**config.mk**
```make
export PLATFORM = sky130hd
export DESIGN_NAME = rfs_device_flat
export DESIGN_NICKNAME = d
export VERILOG_FILES = /design/src/hw/rfs_pkg.sv /design/src/hw/rfs_link_if.sv /design/src/hw/rfs_device.sv /design/src/flat_wrapper.sv
export VERILOG_INCLUDE_DIRS = /design/src /design/src/hw
export SDC_FILE = /design/constraint.sdc
export NUM_CORES = 1
export LEC_CHECK = 0
export BUFFER_PORTS_ARGS = -buffer_cell sky130_fd_sc_hd__buf_4
export CORE_MARGIN = 2
export CORE_UTILIZATION = 60
export CTS_CLUSTER_SIZE = 30
export DETAILED_ROUTE_END_ITERATION = 10
export PLACE_DENSITY = 0.86
export SYNTH_ARGS = -nofsm -noshare
export SYNTH_HDL_FRONTEND = slang
export SYNTH_SLANG_ARGS = --single-unit
```
**constraint.sdc**
```tcl
create_clock -name sys_clk_in -period 8.85 [get_ports sys_clk_in]
set_input_delay 1.3275 -clock sys_clk_in [delete_from_list [all_inputs] [get_ports sys_clk_in]]
set_output_delay 1.3275 -clock sys_clk_in [all_outputs]
set_load 0.05 [all_outputs]
```
**src/hw/rfs_map.svh**
```systemverilog
// Register map, field positions and timing counts of the synthesiser control block
`ifndef RFS_MAP_SVH
`define RFS_MAP_SVH
`define RFS_A_GENCTL     8'h31
`define RFS_A_PLLCON     8'h34
`define RFS_A_LOCKDET    8'h36
`define RFS_A_FLCK       8'h37
`define RFS_A_RDIV       8'h38
`define RFS_A_IDIV       8'h39
`define RFS_A_FLOW       8'h3a
`define RFS_A_FHIGH      8'h3b
`define RFS_A_LOCTL      8'h3f
`define RFS_A_CALCTL     8'h50
`define RFS_A_BIASWR     8'h51
`define RFS_A_BIASTIME   8'h52
`define RFS_A_OSCWR      8'h53
`define RFS_A_OPENCNT    8'h54
`define RFS_A_SETTLE     8'h55
`define RFS_A_STARTUP    8'h56
`define RFS_A_BIASRD     8'h5b
`define RFS_A_OSCRD      8'h5c
`define RFS_A_CALSTAT    8'h5e
`define RFS_A_FLAGS      8'hc4
`define RFS_A_IRQMASK    8'hc5
`define RFS_B_RF_EN      2
`define RFS_B_FAST_EN    12
`define RFS_B_BITS24N    9
`define RFS_B_CAL_BIAS   0
`define RFS_B_CAL_OSC    1
`define RFS_B_SLOW       6
`define RFS_B_FAST       5
`define RFS_B_CALDONE    0
`define RFS_MOD_MASH     4'hd
`define RFS_RST_REG      16'h0000
`define RFS_CLK_MHZ      40
`define RFS_UNIT8_US     8
`define RFS_FASTLOCK_US  16'h0040
`define RFS_HOST_A_LCL_CMD  2'h0
`define RFS_HOST_A_LCL_ADR  2'h1
`define RFS_HOST_A_LCL_DAT  2'h2
`define RFS_HOST_A_LCL_STAT 2'h3
`endif

```
**src/hw/rfs_pkg.sv**
```systemverilog
// Types shared by both ends of the synthesiser control link
`default_nettype none
package rfs_pkg;
	typedef enum logic [2:0] {
		RFS_IDLE  = 3'b000,
		RFS_BIAS  = 3'b001,
		RFS_START = 3'b011,
		RFS_OPEN  = 3'b010,
		RFS_SETL  = 3'b110,
		RFS_CLOSE = 3'b111
	} rfs_cal_t;
	typedef enum logic [1:0] {
		RFS_H_IDLE = 2'b00,
		RFS_H_REQ  = 2'b01,
		RFS_H_WAIT = 2'b11
	} rfs_host_t;
endpackage : rfs_pkg
`default_nettype wire

```
**src/hw/rfs_link_if.sv**
```systemverilog
// Register link between the host controller and the synthesiser device
`default_nettype none
interface rfs_link_if;
	logic [7:0]  addr;
	logic [15:0] wdata;
	logic        wr;
	logic        rd;
	logic [15:0] rdata;
	logic        irq;
	modport host (output addr, output wdata, output wr, output rd, input rdata, input irq);
	modport dev  (input addr, input wdata, input wr, input rd, output rdata, output irq);
endinterface : rfs_link_if
`default_nettype wire

```
**src/hw/rfs_device.sv**
```systemverilog
// Synthesiser device: divider load order, fast lock and oscillator calibration
//
// The plain strobed port is this design's own decision.
`default_nettype none
`include "rfs_map.svh"
module rfs_device
	import rfs_pkg::*;
(
	input  wire logic        sys_clk_in,
	input  wire logic        rstn_in,
	rfs_link_if.dev          link,
	input  wire logic        drift_slow_in,
	input  wire logic        drift_fast_in,
	output logic             synth_pwr_out,
	output logic             ref_amp_out,
	output logic             cp_enable_out,
	output logic             fast_lock_out,
	output logic             frac_mode_out,
	output logic             bits24_out,
	output logic [15:0]      int_div_out,
	output logic [23:0]      frac_out,
	output logic [8:0]       osc_code_out,
	output logic [4:0]       bias_code_out
);
	logic [15:0] genctl_q, genctl_d, con_q, con_d, lock_q, lock_d, flck_q, flck_d;
	logic [15:0] rdiv_q, rdiv_d;
	logic [15:0] idiv_q, idiv_d, fhi_q, fhi_d, flo_q, flo_d, lo_q, lo_d, cal_q, cal_d;
	logic [15:0] bwr_q, bwr_d, btime_q, btime_d, owr_q, owr_d, ocnt_q, ocnt_d;
	logic [15:0] setl_q, setl_d, start_q, start_d, mask_q, mask_d;
	logic [15:0] ai_q, ai_d, rdata_q, rdata_d;
	logic [23:0] af_q, af_d;
	logic [8:0]  osc_q, osc_d;
	logic [4:0]  bias_q, bias_d;
	logic        loaded_q, loaded_d, apply;
	logic [15:0] fl_cnt_q, fl_cnt_d;
	logic [1:0]  st_q, st_d;
	logic        irq_q, irq_d;
	rfs_cal_t    cs_q, cs_d;
	logic [23:0] cnt_q, cnt_d;
	logic [7:0]  us_q, us_d;
	logic [2:0]  rep_q, rep_d;
	logic        osc_pend_q, osc_pend_d, busy;
	logic [1:0]  ss_q, sf_q;
	logic        ssm_q, sfm_q;
	logic        usp, frac_mode, mode24;

	assign usp       = (us_q == 8'(`RFS_CLK_MHZ - 1));
	assign frac_mode = (con_q[14:11] == `RFS_MOD_MASH);
	assign mode24    = frac_mode && !con_q[`RFS_B_BITS24N];
	assign busy      = (cs_q != RFS_IDLE);

	// Ratio applies on the write that closes the sequence for the mode
	always_comb begin
		apply = 1'b0;
		if (link.wr && genctl_q[`RFS_B_RF_EN]) begin
			if (!frac_mode)
				apply = (link.addr == `RFS_A_IDIV);
			else
				apply = (link.addr == `RFS_A_FLOW);
		end
	end

	always_comb begin
		genctl_d = genctl_q; con_d = con_q; lock_d = lock_q; flck_d = flck_q; rdiv_d = rdiv_q;
		idiv_d = idiv_q; fhi_d = fhi_q; flo_d = flo_q; lo_d = lo_q; cal_d = cal_q;
		bwr_d = bwr_q; btime_d = btime_q; owr_d = owr_q; ocnt_d = ocnt_q;
		setl_d = setl_q; start_d = start_q; mask_d = mask_q;
		ai_d = ai_q; af_d = af_q; osc_d = osc_q; bias_d = bias_q;
		loaded_d = loaded_q; fl_cnt_d = fl_cnt_q; st_d = st_q;
		cs_d = cs_q; cnt_d = cnt_q; rep_d = rep_q; osc_pend_d = osc_pend_q;
		us_d = usp ? 8'h00 : us_q + 8'h01;
		rdata_d = 16'h0000;
		if (link.wr) begin
			case (link.addr)
				`RFS_A_GENCTL:   genctl_d = link.wdata;
				`RFS_A_PLLCON:   con_d = link.wdata;
				`RFS_A_LOCKDET:  lock_d = link.wdata;
				`RFS_A_FLCK:     flck_d = link.wdata;
				`RFS_A_RDIV:     rdiv_d = link.wdata;
				`RFS_A_IDIV:     idiv_d = link.wdata;
				`RFS_A_FHIGH:    fhi_d = link.wdata;
				`RFS_A_FLOW:     flo_d = link.wdata;
				`RFS_A_LOCTL:    lo_d = link.wdata;
				`RFS_A_CALCTL:   cal_d = link.wdata;
				`RFS_A_BIASWR:   bwr_d = link.wdata;
				`RFS_A_BIASTIME: btime_d = link.wdata;
				`RFS_A_OSCWR: begin
					owr_d = link.wdata;
					osc_d = link.wdata[8:0];
				end
				`RFS_A_OPENCNT:  ocnt_d = link.wdata;
				`RFS_A_SETTLE:   setl_d = link.wdata;
				`RFS_A_STARTUP:  start_d = link.wdata;
				`RFS_A_IRQMASK:  mask_d = link.wdata;
				`RFS_A_FLAGS:    st_d = st_q & ~link.wdata[1:0];
				default: ;
			endcase
		end
		if (apply) begin
			ai_d = (link.addr == `RFS_A_FLOW) ? idiv_q : link.wdata;
			if (link.addr == `RFS_A_FLOW)
				af_d = mode24 ? {fhi_q[7:0], link.wdata} : {8'h00, link.wdata};
			loaded_d = 1'b1;
			if (lock_q[`RFS_B_FAST_EN])
				fl_cnt_d = `RFS_FASTLOCK_US;
		end else if (fl_cnt_q != 16'h0000 && usp) begin
			fl_cnt_d = fl_cnt_q - 16'h0001;
		end
		if (!genctl_q[`RFS_B_RF_EN])
			loaded_d = 1'b0;
		// Calibration sequencer; each phase counts in microseconds or reference counts
		case (cs_q)
			RFS_IDLE: begin
				if (cal_q[`RFS_B_CAL_BIAS]) begin
					cs_d = RFS_BIAS;
					rep_d = 3'h0;
					cnt_d = {18'h0, btime_q[5:0]};
					osc_pend_d = cal_q[`RFS_B_CAL_OSC];
					cal_d[1:0] = 2'b00;
				end else if (cal_q[`RFS_B_CAL_OSC]) begin
					cs_d = RFS_START;
					cnt_d = {12'h0, start_q[11:0]};
					cal_d[1:0] = 2'b00;
				end
			end
			RFS_BIAS: if (usp) begin
				if (cnt_q != 24'h0) cnt_d = cnt_q - 24'h1;
				else if (rep_q != 3'h5) begin
					rep_d = rep_q + 3'h1;
					cnt_d = {18'h0, btime_q[5:0]};
				end else begin
					bias_d = bwr_q[4:0] ^ cal_q[12:8];
					st_d[0] = 1'b1;
					if (osc_pend_q) begin
						cs_d = RFS_START;
						cnt_d = {12'h0, start_q[11:0]};
					end else cs_d = RFS_IDLE;
				end
			end
			RFS_START: if (usp) begin
				if (cnt_q != 24'h0) cnt_d = cnt_q - 24'h1;
				else begin
					cs_d = RFS_OPEN;
					cnt_d = 24'(6 * ocnt_q[9:0] * rdiv_q[6:0]);
				end
			end
			RFS_OPEN: begin
				// One reference count per MHz step of reference time
				if (cnt_q >= {16'h0, cal_q[15:8]} && usp) cnt_d = cnt_q - {16'h0, cal_q[15:8]};
				else if (cnt_q < {16'h0, cal_q[15:8]}) begin
					cs_d = RFS_SETL;
					cnt_d = 24'(setl_q[15:8] * `RFS_UNIT8_US);
				end
			end
			RFS_SETL: if (usp) begin
				if (cnt_q != 24'h0) cnt_d = cnt_q - 24'h1;
				else begin
					cs_d = RFS_CLOSE;
					rep_d = 3'h0;
					cnt_d = 24'(setl_q[7:0] * `RFS_UNIT8_US);
				end
			end
			RFS_CLOSE: if (usp) begin
				if (cnt_q != 24'h0) cnt_d = cnt_q - 24'h1;
				else if (rep_q != 3'h3) begin
					rep_d = rep_q + 3'h1;
					cnt_d = 24'(setl_q[7:0] * `RFS_UNIT8_US);
				end else begin
					osc_d = owr_q[8:0];
					st_d[0] = 1'b1;
					cs_d = RFS_IDLE;
				end
			end
			default: cs_d = RFS_IDLE;
		endcase
		// Rising drift edges on either pin set the one sticky bit 1; set wins over clear
		if (ss_q[1] && !ssm_q) st_d[1] = 1'b1;
		if (sf_q[1] && !sfm_q) st_d[1] = 1'b1;
		irq_d = |(st_d & mask_q[1:0]);
		if (link.rd) begin
			case (link.addr)
				`RFS_A_GENCTL:   rdata_d = genctl_q;
				`RFS_A_PLLCON:   rdata_d = con_q;
				`RFS_A_LOCKDET:  rdata_d = lock_q;
				`RFS_A_FLCK:     rdata_d = flck_q;
				`RFS_A_RDIV:     rdata_d = rdiv_q;
				`RFS_A_IDIV:     rdata_d = idiv_q;
				`RFS_A_FHIGH:    rdata_d = fhi_q;
				`RFS_A_FLOW:     rdata_d = flo_q;
				`RFS_A_LOCTL:    rdata_d = lo_q;
				`RFS_A_CALCTL:   rdata_d = cal_q;
				`RFS_A_BIASWR:   rdata_d = bwr_q;
				`RFS_A_BIASTIME: rdata_d = btime_q;
				`RFS_A_OSCWR:    rdata_d = owr_q;
				`RFS_A_OPENCNT:  rdata_d = ocnt_q;
				`RFS_A_SETTLE:   rdata_d = setl_q;
				`RFS_A_STARTUP:  rdata_d = start_q;
				`RFS_A_BIASRD:   rdata_d = {11'h0, bias_q};
				`RFS_A_OSCRD:    rdata_d = {7'h0, osc_q};
				`RFS_A_CALSTAT:  rdata_d = {12'h0, cs_q, busy};
				`RFS_A_FLAGS:    rdata_d = {9'h0, ss_q[1], sf_q[1], 3'h0, st_q};
				`RFS_A_IRQMASK:  rdata_d = mask_q;
				default:         rdata_d = 16'h0000;
			endcase
		end
	end

	always_ff @(posedge sys_clk_in or negedge rstn_in) begin
		if (!rstn_in) begin
			genctl_q <= `RFS_RST_REG; con_q <= `RFS_RST_REG; lock_q <= `RFS_RST_REG;
			flck_q <= `RFS_RST_REG; rdiv_q <= `RFS_RST_REG; idiv_q <= `RFS_RST_REG;
			fhi_q <= `RFS_RST_REG; flo_q <= `RFS_RST_REG; lo_q <= `RFS_RST_REG;
			cal_q <= `RFS_RST_REG; bwr_q <= `RFS_RST_REG; btime_q <= `RFS_RST_REG;
			owr_q <= `RFS_RST_REG; ocnt_q <= `RFS_RST_REG; setl_q <= `RFS_RST_REG;
			start_q <= `RFS_RST_REG; mask_q <= `RFS_RST_REG; ai_q <= 16'h0000;
			rdata_q <= 16'h0000; af_q <= 24'h0; osc_q <= 9'h0; bias_q <= 5'h0;
			loaded_q <= 1'b0; fl_cnt_q <= 16'h0; st_q <= 2'b00; irq_q <= 1'b0;
			cs_q <= RFS_IDLE; cnt_q <= 24'h0; us_q <= 8'h0; rep_q <= 3'h0;
			osc_pend_q <= 1'b0;
			ss_q <= 2'b00; sf_q <= 2'b00; ssm_q <= 1'b0; sfm_q <= 1'b0;
		end else begin
			genctl_q <= genctl_d; con_q <= con_d; lock_q <= lock_d; flck_q <= flck_d;
			rdiv_q <= rdiv_d; idiv_q <= idiv_d; fhi_q <= fhi_d; flo_q <= flo_d;
			lo_q <= lo_d; cal_q <= cal_d; bwr_q <= bwr_d; btime_q <= btime_d;
			owr_q <= owr_d; ocnt_q <= ocnt_d; setl_q <= setl_d; start_q <= start_d;
			mask_q <= mask_d; ai_q <= ai_d; rdata_q <= rdata_d; af_q <= af_d;
			osc_q <= osc_d; bias_q <= bias_d; loaded_q <= loaded_d;
			fl_cnt_q <= fl_cnt_d; st_q <= st_d; irq_q <= irq_d; cs_q <= cs_d;
			cnt_q <= cnt_d; us_q <= us_d; rep_q <= rep_d; osc_pend_q <= osc_pend_d;
			// Drift pins are asynchronous; second stage feeds the edge detector
			ss_q <= {ss_q[0], drift_slow_in};
			sf_q <= {sf_q[0], drift_fast_in};
			ssm_q <= ss_q[1];
			sfm_q <= sf_q[1];
		end
	end

	assign link.rdata = rdata_q;
	assign link.irq   = irq_q;

	always_ff @(posedge sys_clk_in or negedge rstn_in) begin
		if (!rstn_in) begin
			synth_pwr_out <= 1'b0; ref_amp_out <= 1'b0; cp_enable_out <= 1'b0;
			fast_lock_out <= 1'b0; frac_mode_out <= 1'b0; bits24_out <= 1'b0;
			int_div_out <= 16'h0; frac_out <= 24'h0; osc_code_out <= 9'h0;
			bias_code_out <= 5'h0;
		end else begin
			synth_pwr_out <= genctl_q[`RFS_B_RF_EN];
			ref_amp_out   <= genctl_q[`RFS_B_RF_EN];
			cp_enable_out <= loaded_q;
			fast_lock_out <= (fl_cnt_q != 16'h0000);
			frac_mode_out <= frac_mode;
			bits24_out    <= mode24;
			int_div_out   <= ai_q;
			frac_out      <= af_q;
			osc_code_out  <= osc_q;
			bias_code_out <= bias_q;
		end
	end
endmodule : rfs_device
`default_nettype wire

```
**src/flat_wrapper.sv**
```systemverilog
// flat-port wrapper written by rule: the top's interface ports become plain ports
module rfs_device_flat import rfs_pkg::*;
  (sys_clk_in, rstn_in, drift_slow_in, drift_fast_in, synth_pwr_out, ref_amp_out, cp_enable_out, fast_lock_out, frac_mode_out, bits24_out, int_div_out, frac_out, osc_code_out, bias_code_out, link_addr, link_wdata, link_wr, link_rd, link_rdata, link_irq);
  rfs_link_if link_i ();
  input  wire logic sys_clk_in;
  input  wire logic rstn_in;
  input  wire logic drift_slow_in;
  input  wire logic drift_fast_in;
  output logic synth_pwr_out;
  output logic ref_amp_out;
  output logic cp_enable_out;
  output logic fast_lock_out;
  output logic frac_mode_out;
  output logic bits24_out;
  output logic [15:0] int_div_out;
  output logic [23:0] frac_out;
  output logic [8:0] osc_code_out;
  output logic [4:0] bias_code_out;
  input wire logic [$bits(link_i.addr)-1:0] link_addr;
  input wire logic [$bits(link_i.wdata)-1:0] link_wdata;
  input wire logic [$bits(link_i.wr)-1:0] link_wr;
  input wire logic [$bits(link_i.rd)-1:0] link_rd;
  output wire logic [$bits(link_i.rdata)-1:0] link_rdata;
  output wire logic [$bits(link_i.irq)-1:0] link_irq;
  assign link_i.addr = link_addr;
  assign link_i.wdata = link_wdata;
  assign link_i.wr = link_wr;
  assign link_i.rd = link_rd;
  assign link_rdata = link_i.rdata;
  assign link_irq = link_i.irq;
  rfs_device u_core (.sys_clk_in(sys_clk_in), .rstn_in(rstn_in), .link(link_i), .drift_slow_in(drift_slow_in), .drift_fast_in(drift_fast_in), .synth_pwr_out(synth_pwr_out), .ref_amp_out(ref_amp_out), .cp_enable_out(cp_enable_out), .fast_lock_out(fast_lock_out), .frac_mode_out(frac_mode_out), .bits24_out(bits24_out), .int_div_out(int_div_out), .frac_out(frac_out), .osc_code_out(osc_code_out), .bias_code_out(bias_code_out));
endmodule
```
==> results.sh <==
export IMPL_coreArea_um2=38800
export IMPL_synthCells=2045
export IMPL_clkTransAtPathRegs_ns=0.06
export IMPL_worstSetupEndpointType="register"
export IMPL_status="completed"
export IMPL_synth_top_family_by_area="multiplexers"
export IMPL_layout_min_cycle_time_ns=6.96
export IMPL_gr_usage_met3=0.0764
export IMPL_drt_iter0_drc=2279
export IMPL_crit_fanout=10
export IMPL_skew_ns=0.0234
export IMPL_gr_usage_all_layers=0.341
export IMPL_yosysMostFrequentCell="dfrtp_1"
export IMPL_synth_area_um2=23700
export IMPL_worst_setup_path_start_kind="register"
export IMPL_min_from="u_core.sf_q[0]"
export IMPL_cts_setup_buffers=0
export IMPL_met1_usage=0.464
export IMPL_fin_total_pwr_mw=5.72
export IMPL_cts_sinks=466
export IMPL_ys_seq_area_frac=0.492
export IMPL_ctsHoldBuffers=0
export IMPL_cts_root_buf="clkbuf_16"
export IMPL_die_w_um=203
export IMPL_cts_resized=0
export IMPL_synthFlopType="dfrtp_1"
export IMPL_ys_ff_latch=466
export IMPL_synth_area_top_cells="dfrtp_1 49%, mux2_2 14%, fa_1 4.3%, ha_1 3.4%, nand2_1 2.2%"
export IMPL_drive_gt1_frac=0.251
export IMPL_worstReg2RegStart="u_core.ocnt_q[0]"
export IMPL_finalSetupTns_ns=0
export IMPL_grt_met2_usage=0.524
export IMPL_wl_per_cell_um=26.1
export IMPL_grt_busiest_layer="met2"
export IMPL_boundaryPins=107
export IMPL_synth_compound_area_share=0.121
export IMPL_drcViolationCount=0
export IMPL_vias_per_cell=6.78
export IMPL_post_dp_cell_area_um2=24900
export IMPL_grt_overflow_total=0
export IMPL_syn_nets=2190
export IMPL_fin_crit_sh=0.787
export IMPL_ys_types=79
export IMPL_powerDensity_nw_per_um2=215
export IMPL_globalplace_congestion=0.938
export IMPL_dieArea_um2=41100
export IMPL_relSlewSlack=0.122
export IMPL_grt_pass1_vias=18100
export IMPL_synth_top_area_frac=0.492
export IMPL_num_vias=18000
export IMPL_ant_nets=0
export IMPL_initial_core_util=0.611
export IMPL_synthArstFlopShare=1.00
export IMPL_crit_start="u_core.ocnt_q[0]"
export IMPL_synth_edf_count=0
export IMPL_stdcell_area_um2=26600
export IMPL_routed_wl_mm=69.2
export IMPL_rsz0062_at_grt="false"
export IMPL_yosys_area_share_xor_xnor=0.0214
export IMPL_avgSynthCellArea_um2=11.6
export IMPL_leakage_nw=12.7
export IMPL_setup_viol=0
export IMPL_hp_class="register to register"
export IMPL_grt_pass1_wl_mm=107
export IMPL_postLayoutSetupSlackWorst_ns=1.89
export IMPL_synthTopCellsByCount="466 x dfrtp_1, 292 x mux2_2, 137 x nand2_1"
export IMPL_num_rows=72
export IMPL_cp_required_ns=9.32
export IMPL_fmax_mhz=144
export IMPL_cts_buffers=47
export IMPL_yosys_area_share_simple=0.102
export IMPL_fin_nets=2245
export IMPL_die_h_um=203
export IMPL_synthMuxAreaShare=0.153
export IMPL_drt_pass1_iter_count=8
export IMPL_pre_cts_ws_ns=1.90
export IMPL_io_buffers=106
export IMPL_ir_drop_v=0.000182
export IMPL_yosys_area_top_type="dfrtp_1"
export IMPL_slew_violations=0
export IMPL_fill_cells=2554
export IMPL_yosys_area_share_adder=0.0768
export IMPL_drv_cap=0
export IMPL_syn_to_final_growth_pct=12.1
export IMPL_criticalPathCategory="register to register"
export IMPL_clockBufferDepth=3
export IMPL_ys_warn_count=0
export IMPL_arrival_ns=7.43
export IMPL_hpwl_mm=44.8
export IMPL_grt_max_degree=182
export IMPL_cts_htree_levels=2
export IMPL_diodes=0
export IMPL_worst_slew_pin_slew_ns=1.31
export IMPL_hold_viol_final=0
export IMPL_clock_latency_ns=0.61
export IMPL_antenna_found_initial=0
export IMPL_cts_tree="built"
## critical path: stages (launching register included)
cell	delay, ns
dfrtp_1	0.47
ha_1	0.28
fa_1	0.41
a21o_1	0.20
a21oi_1	0.23
o21bai_1	0.10
a21oi_1	0.22
o21bai_1	0.09
a21o_1	0.20
xnor2_1	0.42
and2_1	0.23
fa_1	0.45
fa_1	0.51
fa_1	0.50
inv_1	0.05
fa_1	0.48
inv_1	0.04
ha_1	0.31
a21oi_1	0.19
nor2b_1	0.27
a21oi_1	0.13
and3_1	0.19
a221oi_1	0.40
o21ai_0	0.20
xnor2_1	0.18
o211ai_1	0.10
## logic make-up after synthesis
| kind of cell | Yosys count |
|---|---|
| compound gates | 402 |
| xor+xnor | 58 |
| fa+ha+maj | 115 |
| buf+inv | 204 |
| flops | 466 |
| mux | 327 |
| simple gates | 473 |
## power by group
| group | switching, mW | internal, mW | leakage [nW] |
|---|---|---|---|
| sequential | 0.157 | 2.24 | 6.24 |
| combinational | 0.753 | 0.405 | 5.65 |
| clock | 0.889 | 1.27 | 0.829 |
## through the flow
stage               std cells  hold slack [ns]   util
finish                   2656            0.346  0.685
global route             2656            0.357  0.685
CTS                      2656            0.352  0.685
detailed placement       2569            0.336  0.642
global placement         2569            0.334  0.642
floorplan                2045            0.331      -
## layout make-up
| class | count | area [um2] | share of cell area |
|---|---|---|---|
| well taps | 518 | 648 | 0.0244 |
| clock buffers | 65 | 1380 | 0.0517 |
| inverters | 80 | 300 | 0.0113 |
| flip-flops and latches | 466 | 11700 | 0.438 |
| multi-input cells | 1375 | 11300 | 0.425 |
| repair buffers | 130 | 1010 | 0.0379 |
| clock inverters | 22 | 303 | 0.0114 |
## registers in the layout, indices dropped and copies added (netlist names), 16 cells and up
name                cells
u_core.af_q            24
u_core.cnt_q           24
u_core.frac_out        24
u_core.ai_q            16
u_core.btime_q         16
u_core.bwr_q           16
u_core.cal_q           16
u_core.con_q           16
u_core.fhi_q           16
u_core.fl_cnt_q        16
u_core.flck_q          16
u_core.flo_q           16
u_core.genctl_q        16
u_core.idiv_q          16
u_core.int_div_out     16
u_core.link.rdata      16
u_core.lo_q            16
u_core.lock_q          16
u_core.mask_q          16
u_core.ocnt_q          16
u_core.owr_q           16
u_core.rdiv_q          16
u_core.setl_q          16
u_core.start_q         16
## routing by layer
layer | routed length, um | vias up
met1 | 26600 | 9018
met4 | 3540 | 2
li1 | - | 7511
met2 | 31200 | 1226
met3 | 7750 | 260
met5 | 62 | -
## cell usage in the layout (no fill, tap or decap), types with 11 or more instances in the layout
master and instances:
dfrtp_1 466, mux2_2 292, nand2_1 136, buf_4 127
nor2_1 107, inv_1 80, o21ai_0 69, ha_1 64
a21oi_1 63, and2_1 61, fa_1 51, clkbuf_16 48
a221oi_1 45, a22oi_1 44, a22o_1 44, xnor2_1 36
mux2i_1 35, nor3_1 25, a222oi_1 23, xor2_1 22
a31oi_1 20, nand3_1 17, o21ai_1 17, nor4_1 15
or3_1 15, a21o_1 13, and3_1 11, clkbuf_8 11
## worst paths after layout
kind                                      end  slack [ns]  cells past startpoint
setup / recovery             u_core.cnt_q[18]        1.89                     25
hold / removal                 u_core.sf_q[1]        0.35                      0
setup reg to reg             u_core.cnt_q[18]        1.89                     25
hold reg to reg                u_core.sf_q[1]        0.35                      0
max in group asynchronous      u_core.us_q[1]        6.52                      2
min in group asynchronous  u_core.frac_out[5]        0.76                      1
No activity file was read; power rests on OpenSTA's default activity.
